File: config.mk
export PLATFORM = sky130hd
export DESIGN_NAME = dpt_slave
export DESIGN_NICKNAME = d
export VERILOG_FILES = /design/src/dpt_pkg.sv /design/src/dpt_fifo.sv /design/src/dpt_tap_decode.sv /design/src/dpt_slave.sv
export SDC_FILE = /design/constraint.sdc
export NUM_CORES = 1
export LEC_CHECK = 0
export BUFFER_PORTS_ARGS = -buffer_cell sky130_fd_sc_hd__buf_4
export CAP_MARGIN = 20
export CORE_MARGIN = 5
export CORE_UTILIZATION = 58
export CTS_BUF_LIST = sky130_fd_sc_hd__clkbuf_4 sky130_fd_sc_hd__clkbuf_8
export DETAILED_ROUTE_END_ITERATION = 10
export GPL_TIMING_DRIVEN = 1
export PLACE_DENSITY = 0.76
export REMOVE_ABC_BUFFERS = 1
export SETUP_SLACK_MARGIN = 0.05
export SYNTH_ARGS = -nofsm -noshare
export SYNTH_HDL_FRONTEND = slang
export SYNTH_HIERARCHICAL = 1
export SYNTH_SLANG_ARGS = --single-unit
export TNS_END_PERCENT = 50
File: constraint.sdc
create_clock -name core_clk -period 3.5 [get_ports core_clk]
set_input_delay 0.525 -clock core_clk [delete_from_list [all_inputs] [get_ports core_clk]]
set_output_delay 0.525 -clock core_clk [all_outputs]
set_load 0.01 [all_outputs]
File: src/dpt_pkg.sv
package dpt_pkg;

	// Clock and nonvolatile write timing
	localparam int CORE_CLK_HZ = 20_000_000;
	localparam int NV_WRITE_TYP_MS = 5;
	localparam int NV_WRITE_MAX_MS = 10;
	localparam int NV_WRITE_CYCLES_DFLT = (CORE_CLK_HZ / 1000) * NV_WRITE_TYP_MS;
	localparam int NV_WRITE_CYCLES_MAX = (CORE_CLK_HZ / 1000) * NV_WRITE_MAX_MS;
	localparam int NV_CNT_W = 18;

	// Serial framing
	localparam logic [3:0] BITS_PER_BYTE = 4'h8;
	localparam int ADDR_TYPE_MSB = 7;
	localparam int ADDR_TYPE_LSB = 4;
	localparam int ADDR_STRAP_HIGH_POS = 3;
	localparam int ADDR_STRAP_MID_POS = 2;
	localparam int ADDR_STRAP_LOW_POS = 0;
	localparam int INSTR_OP_MSB = 7;
	localparam int INSTR_OP_LSB = 4;
	localparam int INSTR_SEL_HI_POS = 3;
	localparam int INSTR_SEL_LO_POS = 2;

	// Register geometry and reset values
	localparam int WIPER_W = 6;
	localparam int TAP_COUNT = 64;
	localparam int NUM_STORED = 4;
	localparam logic [5:0] STORED_RESET = 6'h00;
	localparam logic [5:0] WIPER_TOP = 6'h3F;
	localparam logic [5:0] WIPER_BOTTOM = 6'h00;

	// Command record passed through the FIFO
	localparam int REC_W = 12;
	localparam int REC_OP_LSB = 8;
	localparam int REC_SEL_LSB = 6;
	localparam int REC_DATA_LSB = 0;
	localparam int FIFO_DEPTH = 16;

	// Instruction opcodes
	typedef enum logic [3:0] {
		OP_RD_WIPER = 4'h9,
		OP_WR_WIPER = 4'hA,
		OP_RD_DATA = 4'hB,
		OP_WR_DATA = 4'hC,
		OP_DATA_TO_WIPER = 4'hD,
		OP_WIPER_TO_DATA = 4'hE,
		OP_INC_DEC = 4'h2
	} dpt_op_type;

	// Serial front end states, Gray along the usual path
	typedef enum logic [2:0] {
		ST_IDLE = 3'h0,
		ST_ADDR = 3'h1,
		ST_INSTR = 3'h3,
		ST_DATA = 3'h2,
		ST_SEND = 3'h6,
		ST_INC_DEC = 3'h7,
		ST_IGNORE = 3'h5
	} dpt_state_type;

endpackage

File: src/dpt_fifo.sv
module dpt_fifo #(
	parameter int WIDTH = 12,
	parameter int DEPTH = 16
) (
	input wire logic core_clk,
	input wire logic rst_b,
	input wire logic in_valid,
	output logic in_ready,
	input wire logic [WIDTH-1:0] in_data,
	output logic out_valid,
	input wire logic out_ready,
	output logic [WIDTH-1:0] out_data
);
	localparam int AW = $clog2(DEPTH);

	logic [WIDTH-1:0] mem [DEPTH];
	logic [AW:0] wr_ptr_ff;
	logic [AW:0] rd_ptr_ff;
	logic push;
	logic pop;

	// Extra pointer bit tells full from empty
	assign in_ready = !((wr_ptr_ff[AW] != rd_ptr_ff[AW]) &&
		(wr_ptr_ff[AW-1:0] == rd_ptr_ff[AW-1:0]));
	assign out_valid = (wr_ptr_ff != rd_ptr_ff);
	assign push = in_valid && in_ready;
	assign pop = out_valid && out_ready;
	assign out_data = mem[rd_ptr_ff[AW-1:0]];

	// Storage, no reset needed on data
	always_ff @(posedge core_clk) begin
		if (push) begin
			mem[wr_ptr_ff[AW-1:0]] <= in_data;
		end
	end

	// Write pointer
	always_ff @(posedge core_clk) begin
		if (!rst_b) begin
			wr_ptr_ff <= '0;
		end else if (push) begin
			wr_ptr_ff <= wr_ptr_ff + 1'b1;
		end
	end

	// Read pointer
	always_ff @(posedge core_clk) begin
		if (!rst_b) begin
			rd_ptr_ff <= '0;
		end else if (pop) begin
			rd_ptr_ff <= rd_ptr_ff + 1'b1;
		end
	end

endmodule

File: src/dpt_tap_decode.sv
module dpt_tap_decode
	import dpt_pkg::*;
(
	input wire logic core_clk,
	input wire logic rst_b,
	input wire logic [WIPER_W-1:0] position,
	output logic [TAP_COUNT-1:0] tap_select
);
	logic [TAP_COUNT-1:0] nxt_tap_ff;
	logic [TAP_COUNT-1:0] tap_ff;

	// Exactly one switch closed for any position
	always_comb begin
		nxt_tap_ff = '0;
		nxt_tap_ff[position] = 1'b1;
	end

	// Registered so no decode glitch reaches two switches at once
	always_ff @(posedge core_clk) begin
		if (!rst_b) begin
			tap_ff <= {{(TAP_COUNT-1){1'b0}}, 1'b1};
		end else begin
			tap_ff <= nxt_tap_ff;
		end
	end

	assign tap_select = tap_ff;

endmodule

File: src/dpt_slave.sv
// Behaviour
// - Every bit in or out is timed by the master's serial clock.
// - Data line only pulled low or released, never driven high.
// - Three strap pins give address bits 3, 2 and 0 of the slave address.
// - Write-protect low blocks every nonvolatile stored-register write.
// - Data changes only with clock low; high-clock changes are start or stop.
// - Falling data with clock high is start; ignore everything before a start.
// - Rising data with clock high is stop and ends the communication.
// - Transmitter releases after eight bits; receiver pulls low on ninth clock.
// - Acknowledge matching address, a command byte with a listed opcode, and a following data byte.
// - Six-bit wiper decodes one-hot onto sixty-four taps, only one on.
// - Wiper loads by direct write or from a stored register; all readable.
// - Upper address nibble must equal the fixed device type nibble.
// - All three strap bits must match exactly, otherwise no acknowledge.
// - Stop after a nonvolatile write starts the internal write; inputs disabled.
// - Address acknowledge withheld while internal write busy, given once finished.
// - Byte after address is instruction: opcode nibble plus register select.
// - After increment/decrement ack, clock pulses step wiper by data level.
// - Stored-register changes are nonvolatile and finish within ten milliseconds.
// - Opcodes 9,A,B,C,D,E and 2 decode to the seven operations.
module dpt_slave
	import dpt_pkg::*;
#(
	parameter logic [3:0] DEV_TYPE_ID = 4'hA, // Arbitrary neutral value
	parameter int NV_WRITE_CYCLES = NV_WRITE_CYCLES_DFLT
) (
	input wire logic core_clk,
	input wire logic rst_b,
	input wire logic scl_in,
	input wire logic sda_in,
	output logic sda_out,
	output logic sda_oe,
	input wire logic strap_addr_bit_low,
	input wire logic strap_addr_bit_mid,
	input wire logic strap_addr_bit_high,
	input wire logic write_protect_b,
	output logic [WIPER_W-1:0] wiper_position_reg,
	output logic [TAP_COUNT-1:0] tap_select,
	output logic nv_busy
);
	logic scl_q_ff;
	logic sda_q_ff;
	logic start_det;
	logic stop_det;
	logic scl_rise;
	logic scl_fall;
	dpt_state_type state_ff;
	logic [3:0] bit_cnt_ff;
	logic [7:0] shift_ff;
	logic [7:0] tx_ff;
	logic pull_low_ff;
	logic ack_slot_ff;
	dpt_op_type op_ff;
	logic [1:0] sel_ff;
	logic pend_ff;
	logic [REC_W-1:0] pend_rec_ff;
	logic rec_valid;
	logic [REC_W-1:0] rec_data;
	logic fifo_in_ready;
	logic fifo_out_valid;
	logic fifo_out_ready;
	logic [REC_W-1:0] fifo_out_data;
	logic [WIPER_W-1:0] wiper_ff;
	logic [WIPER_W-1:0] stored_ff [NUM_STORED];
	logic busy_ff;
	logic [NV_CNT_W-1:0] busy_cnt_ff;
	logic [1:0] nv_sel_ff;
	logic [WIPER_W-1:0] nv_data_ff;
	logic addr_match;
	logic byte_done;
	logic op_known;
	logic [WIPER_W-1:0] read_value;
	dpt_op_type pop_op;
	logic [1:0] pop_sel;
	logic [WIPER_W-1:0] pop_data;

	// Previous line levels for condition and edge detection
	always_ff @(posedge core_clk) begin
		if (!rst_b) begin
			scl_q_ff <= 1'b1;
			sda_q_ff <= 1'b1;
		end else begin
			scl_q_ff <= scl_in;
			sda_q_ff <= sda_in;
		end
	end

	// Start and stop are data edges under a high clock
	assign start_det = scl_in && scl_q_ff && sda_q_ff && !sda_in;
	assign stop_det = scl_in && scl_q_ff && !sda_q_ff && sda_in;
	assign scl_rise = scl_in && !scl_q_ff;
	assign scl_fall = !scl_in && scl_q_ff;
	assign byte_done = scl_fall && (bit_cnt_ff == BITS_PER_BYTE) && !ack_slot_ff &&
		state_ff != ST_INC_DEC; // Step pulses never open an ack slot

	// Address compare; bit 1 has no strap pin and is not looked at
	assign addr_match = (shift_ff[ADDR_TYPE_MSB:ADDR_TYPE_LSB] == DEV_TYPE_ID) &&
		(shift_ff[ADDR_STRAP_HIGH_POS] == strap_addr_bit_high) &&
		(shift_ff[ADDR_STRAP_MID_POS] == strap_addr_bit_mid) &&
		(shift_ff[ADDR_STRAP_LOW_POS] == strap_addr_bit_low);

	// Only the seven listed opcodes are acknowledged
	always_comb begin
		case (shift_ff[INSTR_OP_MSB:INSTR_OP_LSB])
			OP_RD_WIPER, OP_WR_WIPER, OP_RD_DATA, OP_WR_DATA,
			OP_DATA_TO_WIPER, OP_WIPER_TO_DATA, OP_INC_DEC: op_known = 1'b1;
			default: op_known = 1'b0;
		endcase
	end

	// Value returned by a read instruction
	always_comb begin
		if (shift_ff[INSTR_OP_MSB:INSTR_OP_LSB] == OP_RD_WIPER) begin
			read_value = wiper_ff;
		end else begin
			read_value = stored_ff[{shift_ff[INSTR_SEL_HI_POS], shift_ff[INSTR_SEL_LO_POS]}];
		end
	end

	// Bit counter: rises count bits, the ninth rise (in the ack slot) restarts it at zero
	always_ff @(posedge core_clk) begin
		if (!rst_b) begin
			bit_cnt_ff <= 4'h0;
		end else if (start_det || stop_det) begin
			bit_cnt_ff <= 4'h0;
		end else if (scl_rise && state_ff != ST_IDLE &&
			(state_ff != ST_IGNORE || ack_slot_ff)) begin // Last ack slot still closes
			if (ack_slot_ff) begin
				bit_cnt_ff <= 4'h0;
			end else if (bit_cnt_ff != BITS_PER_BYTE) begin
				bit_cnt_ff <= bit_cnt_ff + 4'h1;
			end
		end
	end

	// Receive shifter, MSB first, sampled on the rising clock
	always_ff @(posedge core_clk) begin
		if (!rst_b) begin
			shift_ff <= 8'h00;
		end else if (scl_rise && !ack_slot_ff && bit_cnt_ff != BITS_PER_BYTE) begin
			shift_ff <= {shift_ff[6:0], sda_in};
		end
	end

	// Ack slot marker: set after the eighth bit, cleared when ninth clock falls
	always_ff @(posedge core_clk) begin
		if (!rst_b) begin
			ack_slot_ff <= 1'b0;
		end else if (start_det || stop_det) begin
			ack_slot_ff <= 1'b0;
		end else if (byte_done && state_ff != ST_IDLE && state_ff != ST_IGNORE) begin
			ack_slot_ff <= 1'b1;
		end else if (scl_fall && ack_slot_ff && bit_cnt_ff == 4'h0) begin
			ack_slot_ff <= 1'b0;
		end
	end

	// Protocol sequencer; all line changes happen on a falling clock
	always_ff @(posedge core_clk) begin
		if (!rst_b) begin
			state_ff <= ST_IDLE;
		end else if (start_det) begin
			state_ff <= ST_ADDR;
		end else if (stop_det) begin
			state_ff <= ST_IDLE;
		end else if (byte_done) begin
			case (state_ff)
				ST_ADDR: begin
					// Busy write or full queue looks like an absent device
					if (addr_match && !busy_ff && fifo_in_ready) begin
						state_ff <= ST_INSTR;
					end else begin
						state_ff <= ST_IGNORE;
					end
				end
				ST_INSTR: begin
					case (shift_ff[INSTR_OP_MSB:INSTR_OP_LSB])
						OP_RD_WIPER, OP_RD_DATA: state_ff <= ST_SEND;
						OP_WR_WIPER, OP_WR_DATA: state_ff <= ST_DATA;
						OP_INC_DEC: state_ff <= ST_INC_DEC;
						default: state_ff <= ST_IGNORE;
					endcase
				end
				ST_DATA: state_ff <= ST_IGNORE;
				ST_SEND: state_ff <= ST_IGNORE;
				default: state_ff <= state_ff;
			endcase
		end
	end

	// Latched instruction fields
	always_ff @(posedge core_clk) begin
		if (!rst_b) begin
			op_ff <= OP_RD_WIPER;
			sel_ff <= 2'h0;
		end else if (byte_done && state_ff == ST_INSTR) begin
			op_ff <= dpt_op_type'(shift_ff[INSTR_OP_MSB:INSTR_OP_LSB]);
			sel_ff <= {shift_ff[INSTR_SEL_HI_POS], shift_ff[INSTR_SEL_LO_POS]};
		end
	end

	// Transmit byte loaded when the instruction is taken
	always_ff @(posedge core_clk) begin
		if (!rst_b) begin
			tx_ff <= 8'h00;
		end else if (byte_done && state_ff == ST_INSTR) begin
			tx_ff <= {2'h0, read_value};
		end else if (state_ff == ST_SEND && scl_fall && !ack_slot_ff) begin
			tx_ff <= {tx_ff[6:0], 1'b0};
		end
	end

	// Open-drain driver: pull for ack or a zero data bit, else release
	always_ff @(posedge core_clk) begin
		if (!rst_b) begin
			pull_low_ff <= 1'b0;
		end else if (start_det || stop_det) begin
			pull_low_ff <= 1'b0;
		end else if (byte_done) begin
			case (state_ff)
				ST_ADDR: pull_low_ff <= addr_match && !busy_ff && fifo_in_ready;
				ST_INSTR: pull_low_ff <= op_known;
				ST_DATA: pull_low_ff <= 1'b1;
				default: pull_low_ff <= 1'b0;
			endcase
		end else if (scl_fall && ack_slot_ff && bit_cnt_ff == 4'h0) begin
			// End of ack slot: first read bit goes out on the same fall
			pull_low_ff <= (state_ff == ST_SEND) && !tx_ff[7];
		end else if (scl_fall && state_ff == ST_SEND && !ack_slot_ff) begin
			pull_low_ff <= !tx_ff[6];
		end
	end

	assign sda_out = 1'b0;
	assign sda_oe = pull_low_ff;

	// Nonvolatile command held until the stop that ends it
	always_ff @(posedge core_clk) begin
		if (!rst_b) begin
			pend_ff <= 1'b0;
			pend_rec_ff <= '0;
		end else if (start_det || stop_det) begin
			pend_ff <= 1'b0;
		end else if (byte_done && state_ff == ST_INSTR &&
			shift_ff[INSTR_OP_MSB:INSTR_OP_LSB] == OP_WIPER_TO_DATA) begin
			pend_ff <= 1'b1;
			pend_rec_ff <= {OP_WIPER_TO_DATA,
				shift_ff[INSTR_SEL_HI_POS], shift_ff[INSTR_SEL_LO_POS], 6'h00};
		end else if (byte_done && state_ff == ST_DATA && op_ff == OP_WR_DATA) begin
			pend_ff <= 1'b1;
			pend_rec_ff <= {OP_WR_DATA, sel_ff, shift_ff[5:0]};
		end
	end

	// Records entering the queue; the address ack promised room for one
	always_comb begin
		rec_valid = 1'b0;
		rec_data = '0;
		if (stop_det && pend_ff) begin
			rec_valid = 1'b1;
			rec_data = pend_rec_ff;
		end else if (byte_done && state_ff == ST_INSTR &&
			shift_ff[INSTR_OP_MSB:INSTR_OP_LSB] == OP_DATA_TO_WIPER) begin
			rec_valid = 1'b1;
			rec_data = {OP_DATA_TO_WIPER,
				shift_ff[INSTR_SEL_HI_POS], shift_ff[INSTR_SEL_LO_POS], 6'h00};
		end else if (byte_done && state_ff == ST_DATA && op_ff == OP_WR_WIPER) begin
			rec_valid = 1'b1;
			rec_data = {OP_WR_WIPER, sel_ff, shift_ff[5:0]};
		end else if (scl_rise && state_ff == ST_INC_DEC && !ack_slot_ff) begin
			// One step per clock pulse; steps beyond a full queue are lost
			rec_valid = 1'b1;
			rec_data = {OP_INC_DEC, sel_ff, 5'h00, sda_in};
		end
	end

	dpt_fifo #(
		.WIDTH(REC_W),
		.DEPTH(FIFO_DEPTH)
	) u_cmd_fifo (
		.core_clk(core_clk),
		.rst_b(rst_b),
		.in_valid(rec_valid),
		.in_ready(fifo_in_ready),
		.in_data(rec_data),
		.out_valid(fifo_out_valid),
		.out_ready(fifo_out_ready),
		.out_data(fifo_out_data)
	);

	// Engine drains only while no internal write runs
	assign fifo_out_ready = !busy_ff;
	assign pop_op = dpt_op_type'(fifo_out_data[REC_OP_LSB+3:REC_OP_LSB]);
	assign pop_sel = fifo_out_data[REC_SEL_LSB+1:REC_SEL_LSB];
	assign pop_data = fifo_out_data[REC_DATA_LSB+WIPER_W-1:REC_DATA_LSB];

	// Wiper register; power-up value mirrors stored setting zero
	always_ff @(posedge core_clk) begin
		if (!rst_b) begin
			wiper_ff <= STORED_RESET;
		end else if (fifo_out_valid && fifo_out_ready) begin
			case (pop_op)
				OP_WR_WIPER: wiper_ff <= pop_data;
				OP_DATA_TO_WIPER: wiper_ff <= stored_ff[pop_sel];
				OP_INC_DEC: begin
					// Saturates at either end of the array
					if (pop_data[0] && wiper_ff != WIPER_TOP) begin
						wiper_ff <= wiper_ff + 6'h01;
					end else if (!pop_data[0] && wiper_ff != WIPER_BOTTOM) begin
						wiper_ff <= wiper_ff - 6'h01;
					end
				end
				default: wiper_ff <= wiper_ff;
			endcase
		end
	end

	// Internal nonvolatile write timer
	always_ff @(posedge core_clk) begin
		if (!rst_b) begin
			busy_ff <= 1'b0;
			busy_cnt_ff <= '0;
			nv_sel_ff <= 2'h0;
			nv_data_ff <= '0;
		end else if (busy_ff) begin
			if (busy_cnt_ff == NV_CNT_W'(NV_WRITE_CYCLES - 1)) begin
				busy_ff <= 1'b0;
			end else begin
				busy_cnt_ff <= busy_cnt_ff + 1'b1;
			end
		end else if (fifo_out_valid && write_protect_b &&
			(pop_op == OP_WR_DATA || pop_op == OP_WIPER_TO_DATA)) begin
			busy_ff <= 1'b1;
			busy_cnt_ff <= '0;
			nv_sel_ff <= pop_sel;
			nv_data_ff <= (pop_op == OP_WR_DATA) ? pop_data : wiper_ff;
		end
	end

	// Stored registers commit when the write time has elapsed
	always_ff @(posedge core_clk) begin
		if (!rst_b) begin
			for (int i = 0; i < NUM_STORED; i++) begin
				stored_ff[i] <= STORED_RESET;
			end
		end else if (busy_ff && busy_cnt_ff == NV_CNT_W'(NV_WRITE_CYCLES - 1)) begin
			stored_ff[nv_sel_ff] <= nv_data_ff;
		end
	end

	dpt_tap_decode u_tap_decode (
		.core_clk(core_clk),
		.rst_b(rst_b),
		.position(wiper_ff),
		.tap_select(tap_select)
	);

	assign wiper_position_reg = wiper_ff;
	assign nv_busy = busy_ff;

endmodule

==> metrics.txt <==
Pwr per Cell Area=about 470 nW/µm²; DRT antenna net count=0; share of layout cells above drive strength 1=0.265; Post-Syn Area=roughly 15000 µm²; Mean Syn Cell Area=13.7 µm²; Pre-Repair DR Iteration Count=4; Worst Setup End Kind=flop; Worst-Skew Late Latency=approximately 570 ps; Worst R2R Path Depth=8; Top FF cell, synth=edfxtp_1; HPWL after DPL=about 22000 µm; CTS H-tree lvls=2; placed inst area=16500 µm²; vias after detailed routing=9555; number of global-route vias before repair=between 9000 and 10000; sequential power share=0.560; post-synth top area share=0.421; peak supply drop=0.268 mV; net switching power=roughly 1700 µW; CP Depth=8; aggregate global routing overflow=0; setup bufs post-CTS=0; top post-synthesis cells by count=216 x edfxtp_1, 157 x dfxtp_1, 111 x nor2_1, 75 x nand2_1, 71 x mux4_2; Mapped Cells=~1100; DRC Markers=0; status=completed; Slew Viols, Final=0; WL/cell=between 20 and 25 µm; DRT iter0 DRCs=between 700 and 800; synth top area cells=edfxtp_1 42%, dfxtp_1 20%, mux4_2 10%, nor2_1 2.7%, mux2i_1 2.3%; Hold Violations, Final=0; Period Utilization, post-route=0.923; via/cell ratio=between 5 and 6; unrepaired setup endpoints after global routing=no; worst-path cell chain=clkbuf_16, mux4_2, mux4_2, and3b_1, a31oi_2, nor4_2, a31o_2, a21oi_1; Data arrival, critical path=between 3000 and 4000 ps; CP Data Required Time=around 4000 ps; synth warn=6; hold_buf cts=0; clk_skew=~14 ps; initial core utilization=0.590; TritonCTS Buffers=57; post-CTS sizing=0; fin nets=1269; internal power=around 6600 µW; Cell variety after synth=82; fraction of power spent switching nets=0.200; IO Port Bufs=79; # diodes=0; Hold Path Class=in -> reg; DIE AREA=about 30000 µm²; root buffer cell=clkbuf_8; Clock Path Buffers=3; total track usage=0.226; sequential share of the synthesized area=0.625; CTS tree=yes; max reg flops=192; post-synthesis register bit count=between 300 and 400; Core Region=26100 µm²; most frequent CP cell=mux4_2; setup violators final=0; crit path max fanout=12; initial antenna violation count=0; # IOs=between 80 and 90; dominant cell type by area after synthesis=edfxtp_1; Die Wd=between 150 and 200 µm; first-pass GRT wire length=about 54000 µm; ys async rst share=0; Fmax=0.310 GHz; Tmin final=3230 ps; Min Hold Slack=about 180 ps; Cell Rows=a little under 60; EDFF count, synth=216; gpl congestion=approximately 0.84; crit path kind=reg -> reg; # clock sinks=373; reg2reg setup slack=around 270 ps; Worst Tran Pin Value=around 900 ps; Slew HR=0.407; WP buf/inv=1; cell family with most CP delay=multiplexers; drt total wl=between 30000 and 40000 µm; Max stage delay cell, worst path=mux4_2; largest net degree at the start of global routing=55; combinational share of power=0.011; count leader, synth=edfxtp_1; Clock Pin Slew Worst Setup and Hold Paths=around 60 ps; area delta synth->final=14.7%; Pleak=between 0.006 and 0.007 µW; worst hold stages=2; CP max stage delay=about 560 ps; Die Span Y=173 µm; critical path startpoint category=flop; final instance area=17700 µm²; clock power share=0.429; number of max-cap violations=0
==> power by group through the flow <==
stage / clock (µW) / combinational [µW] / sequential, µW
final: 3540 / 87.8 / 4620
after CTS: 3600 / 88.1 / 4620
after floorplan: 0 / 49.0 / 4710
after global placement: 0 / 87.0 / 4710
after global routing: 3810 / 94.7 / 4620
after detailed placement: 0 / 87.5 / 4710
==> metal layers <==
layer | up-vias | GRT usage | wire (µm)
li1 | 4482 | - | -
met1 | 4682 | 0.297 | 14100
met2 | 330 | 0.392 | 17200
met3 | 61 | 0.0376 | 2150
met4 | 0 | 0.0632 | 844
met5 | - | 0 | 0
==> cells in the final DEF (no fill, tap or decap), types with 9 or more instances in the layout <==
master    count
and2_1       28
nor4_1        9
ha_1         12
a211oi_1     19
nor2_1      111
buf_4       130
a21oi_1      38
nand2_1      75
o21ai_0      21
mux4_2       71
edfxtp_1    216
o211ai_1      9
clkbuf_4     31
inv_1        17
mux2i_1      36
nand4_1      17
xor2_1       11
nand3_1      31
nor2b_1      13
nand2b_1     11
xnor2_1      15
dfxtp_1     155
and3_1       18
clkbuf_8     62
==> worst paths after layout <==
| check | startpoint | endpoint |
|---|---|---|
| worst max-delay path | flop | busy_cnt_ff[17] |
| worst max register to register | flop | busy_cnt_ff[17] |
| worst min register to register | pend_rec_ff[2] | pend_rec_ff[2] |
| worst min-delay path | scl_in | scl_q_ff |
==> logic make-up (layout without fill, tap and decap cells) <==
| group | Yosys count | count (layout) | share of synthesized area |
|---|---|---|---|
| buf+inv | 82 | 252 | 0.0249 |
| simple gates | 389 | 389 | 0.140 |
| flops | 373 | 373 | 0.625 |
| other cells | 1 | 1 | 0.000243 |
| xor+xnor | 26 | 26 | 0.0148 |
| mux | 109 | 109 | 0.130 |
| compound gates | 129 | 129 | 0.0551 |
| fa+ha+maj | 13 | 13 | 0.0110 |
==> worst reg2reg max path, cell delays in order (launching register included) <==
cell       delay (ps)
dfxtp_4           520
clkbuf_16         250
mux4_2            520
mux4_2            560
and3b_1           280
a31oi_2           500
nor4_2            150
a31o_2            270
a21oi_1           110
==> layout make-up <==
cell class / instances / area (µm²)
clock inverters: 10 / 61.3
multi-input cells: 667 / 5400
clock buffers: 93 / 1090
well taps: 335 / 419
fillers: 1822 / 8450
flip-flops and latches: 373 / 9630
repair buffers: 132 / 1020
inverters: 17 / 63.8
==> per-stage QoR <==
| step | setup TNS, ps | setup slack (ps) | total power, µW | std cells | util |
|---|---|---|---|---|---|
| 2_1_floorplan | -31090 | -1470 | 4760 | 1057 | - |
| 3_3_place_gp | 0 | 299 | 4800 | 1522 | 0.632 |
| 3_5_place_dp | 0 | 234 | 4800 | 1522 | 0.632 |
| 4_1_cts | 0 | 215 | 8310 | 1625 | 0.676 |
| 5_1_grt | 0 | 88.7 | 8530 | 1627 | 0.677 |
| 6_report | 0 | 269 | 8250 | 1627 | 0.677 |
Power figures use the tool's default switching activity.
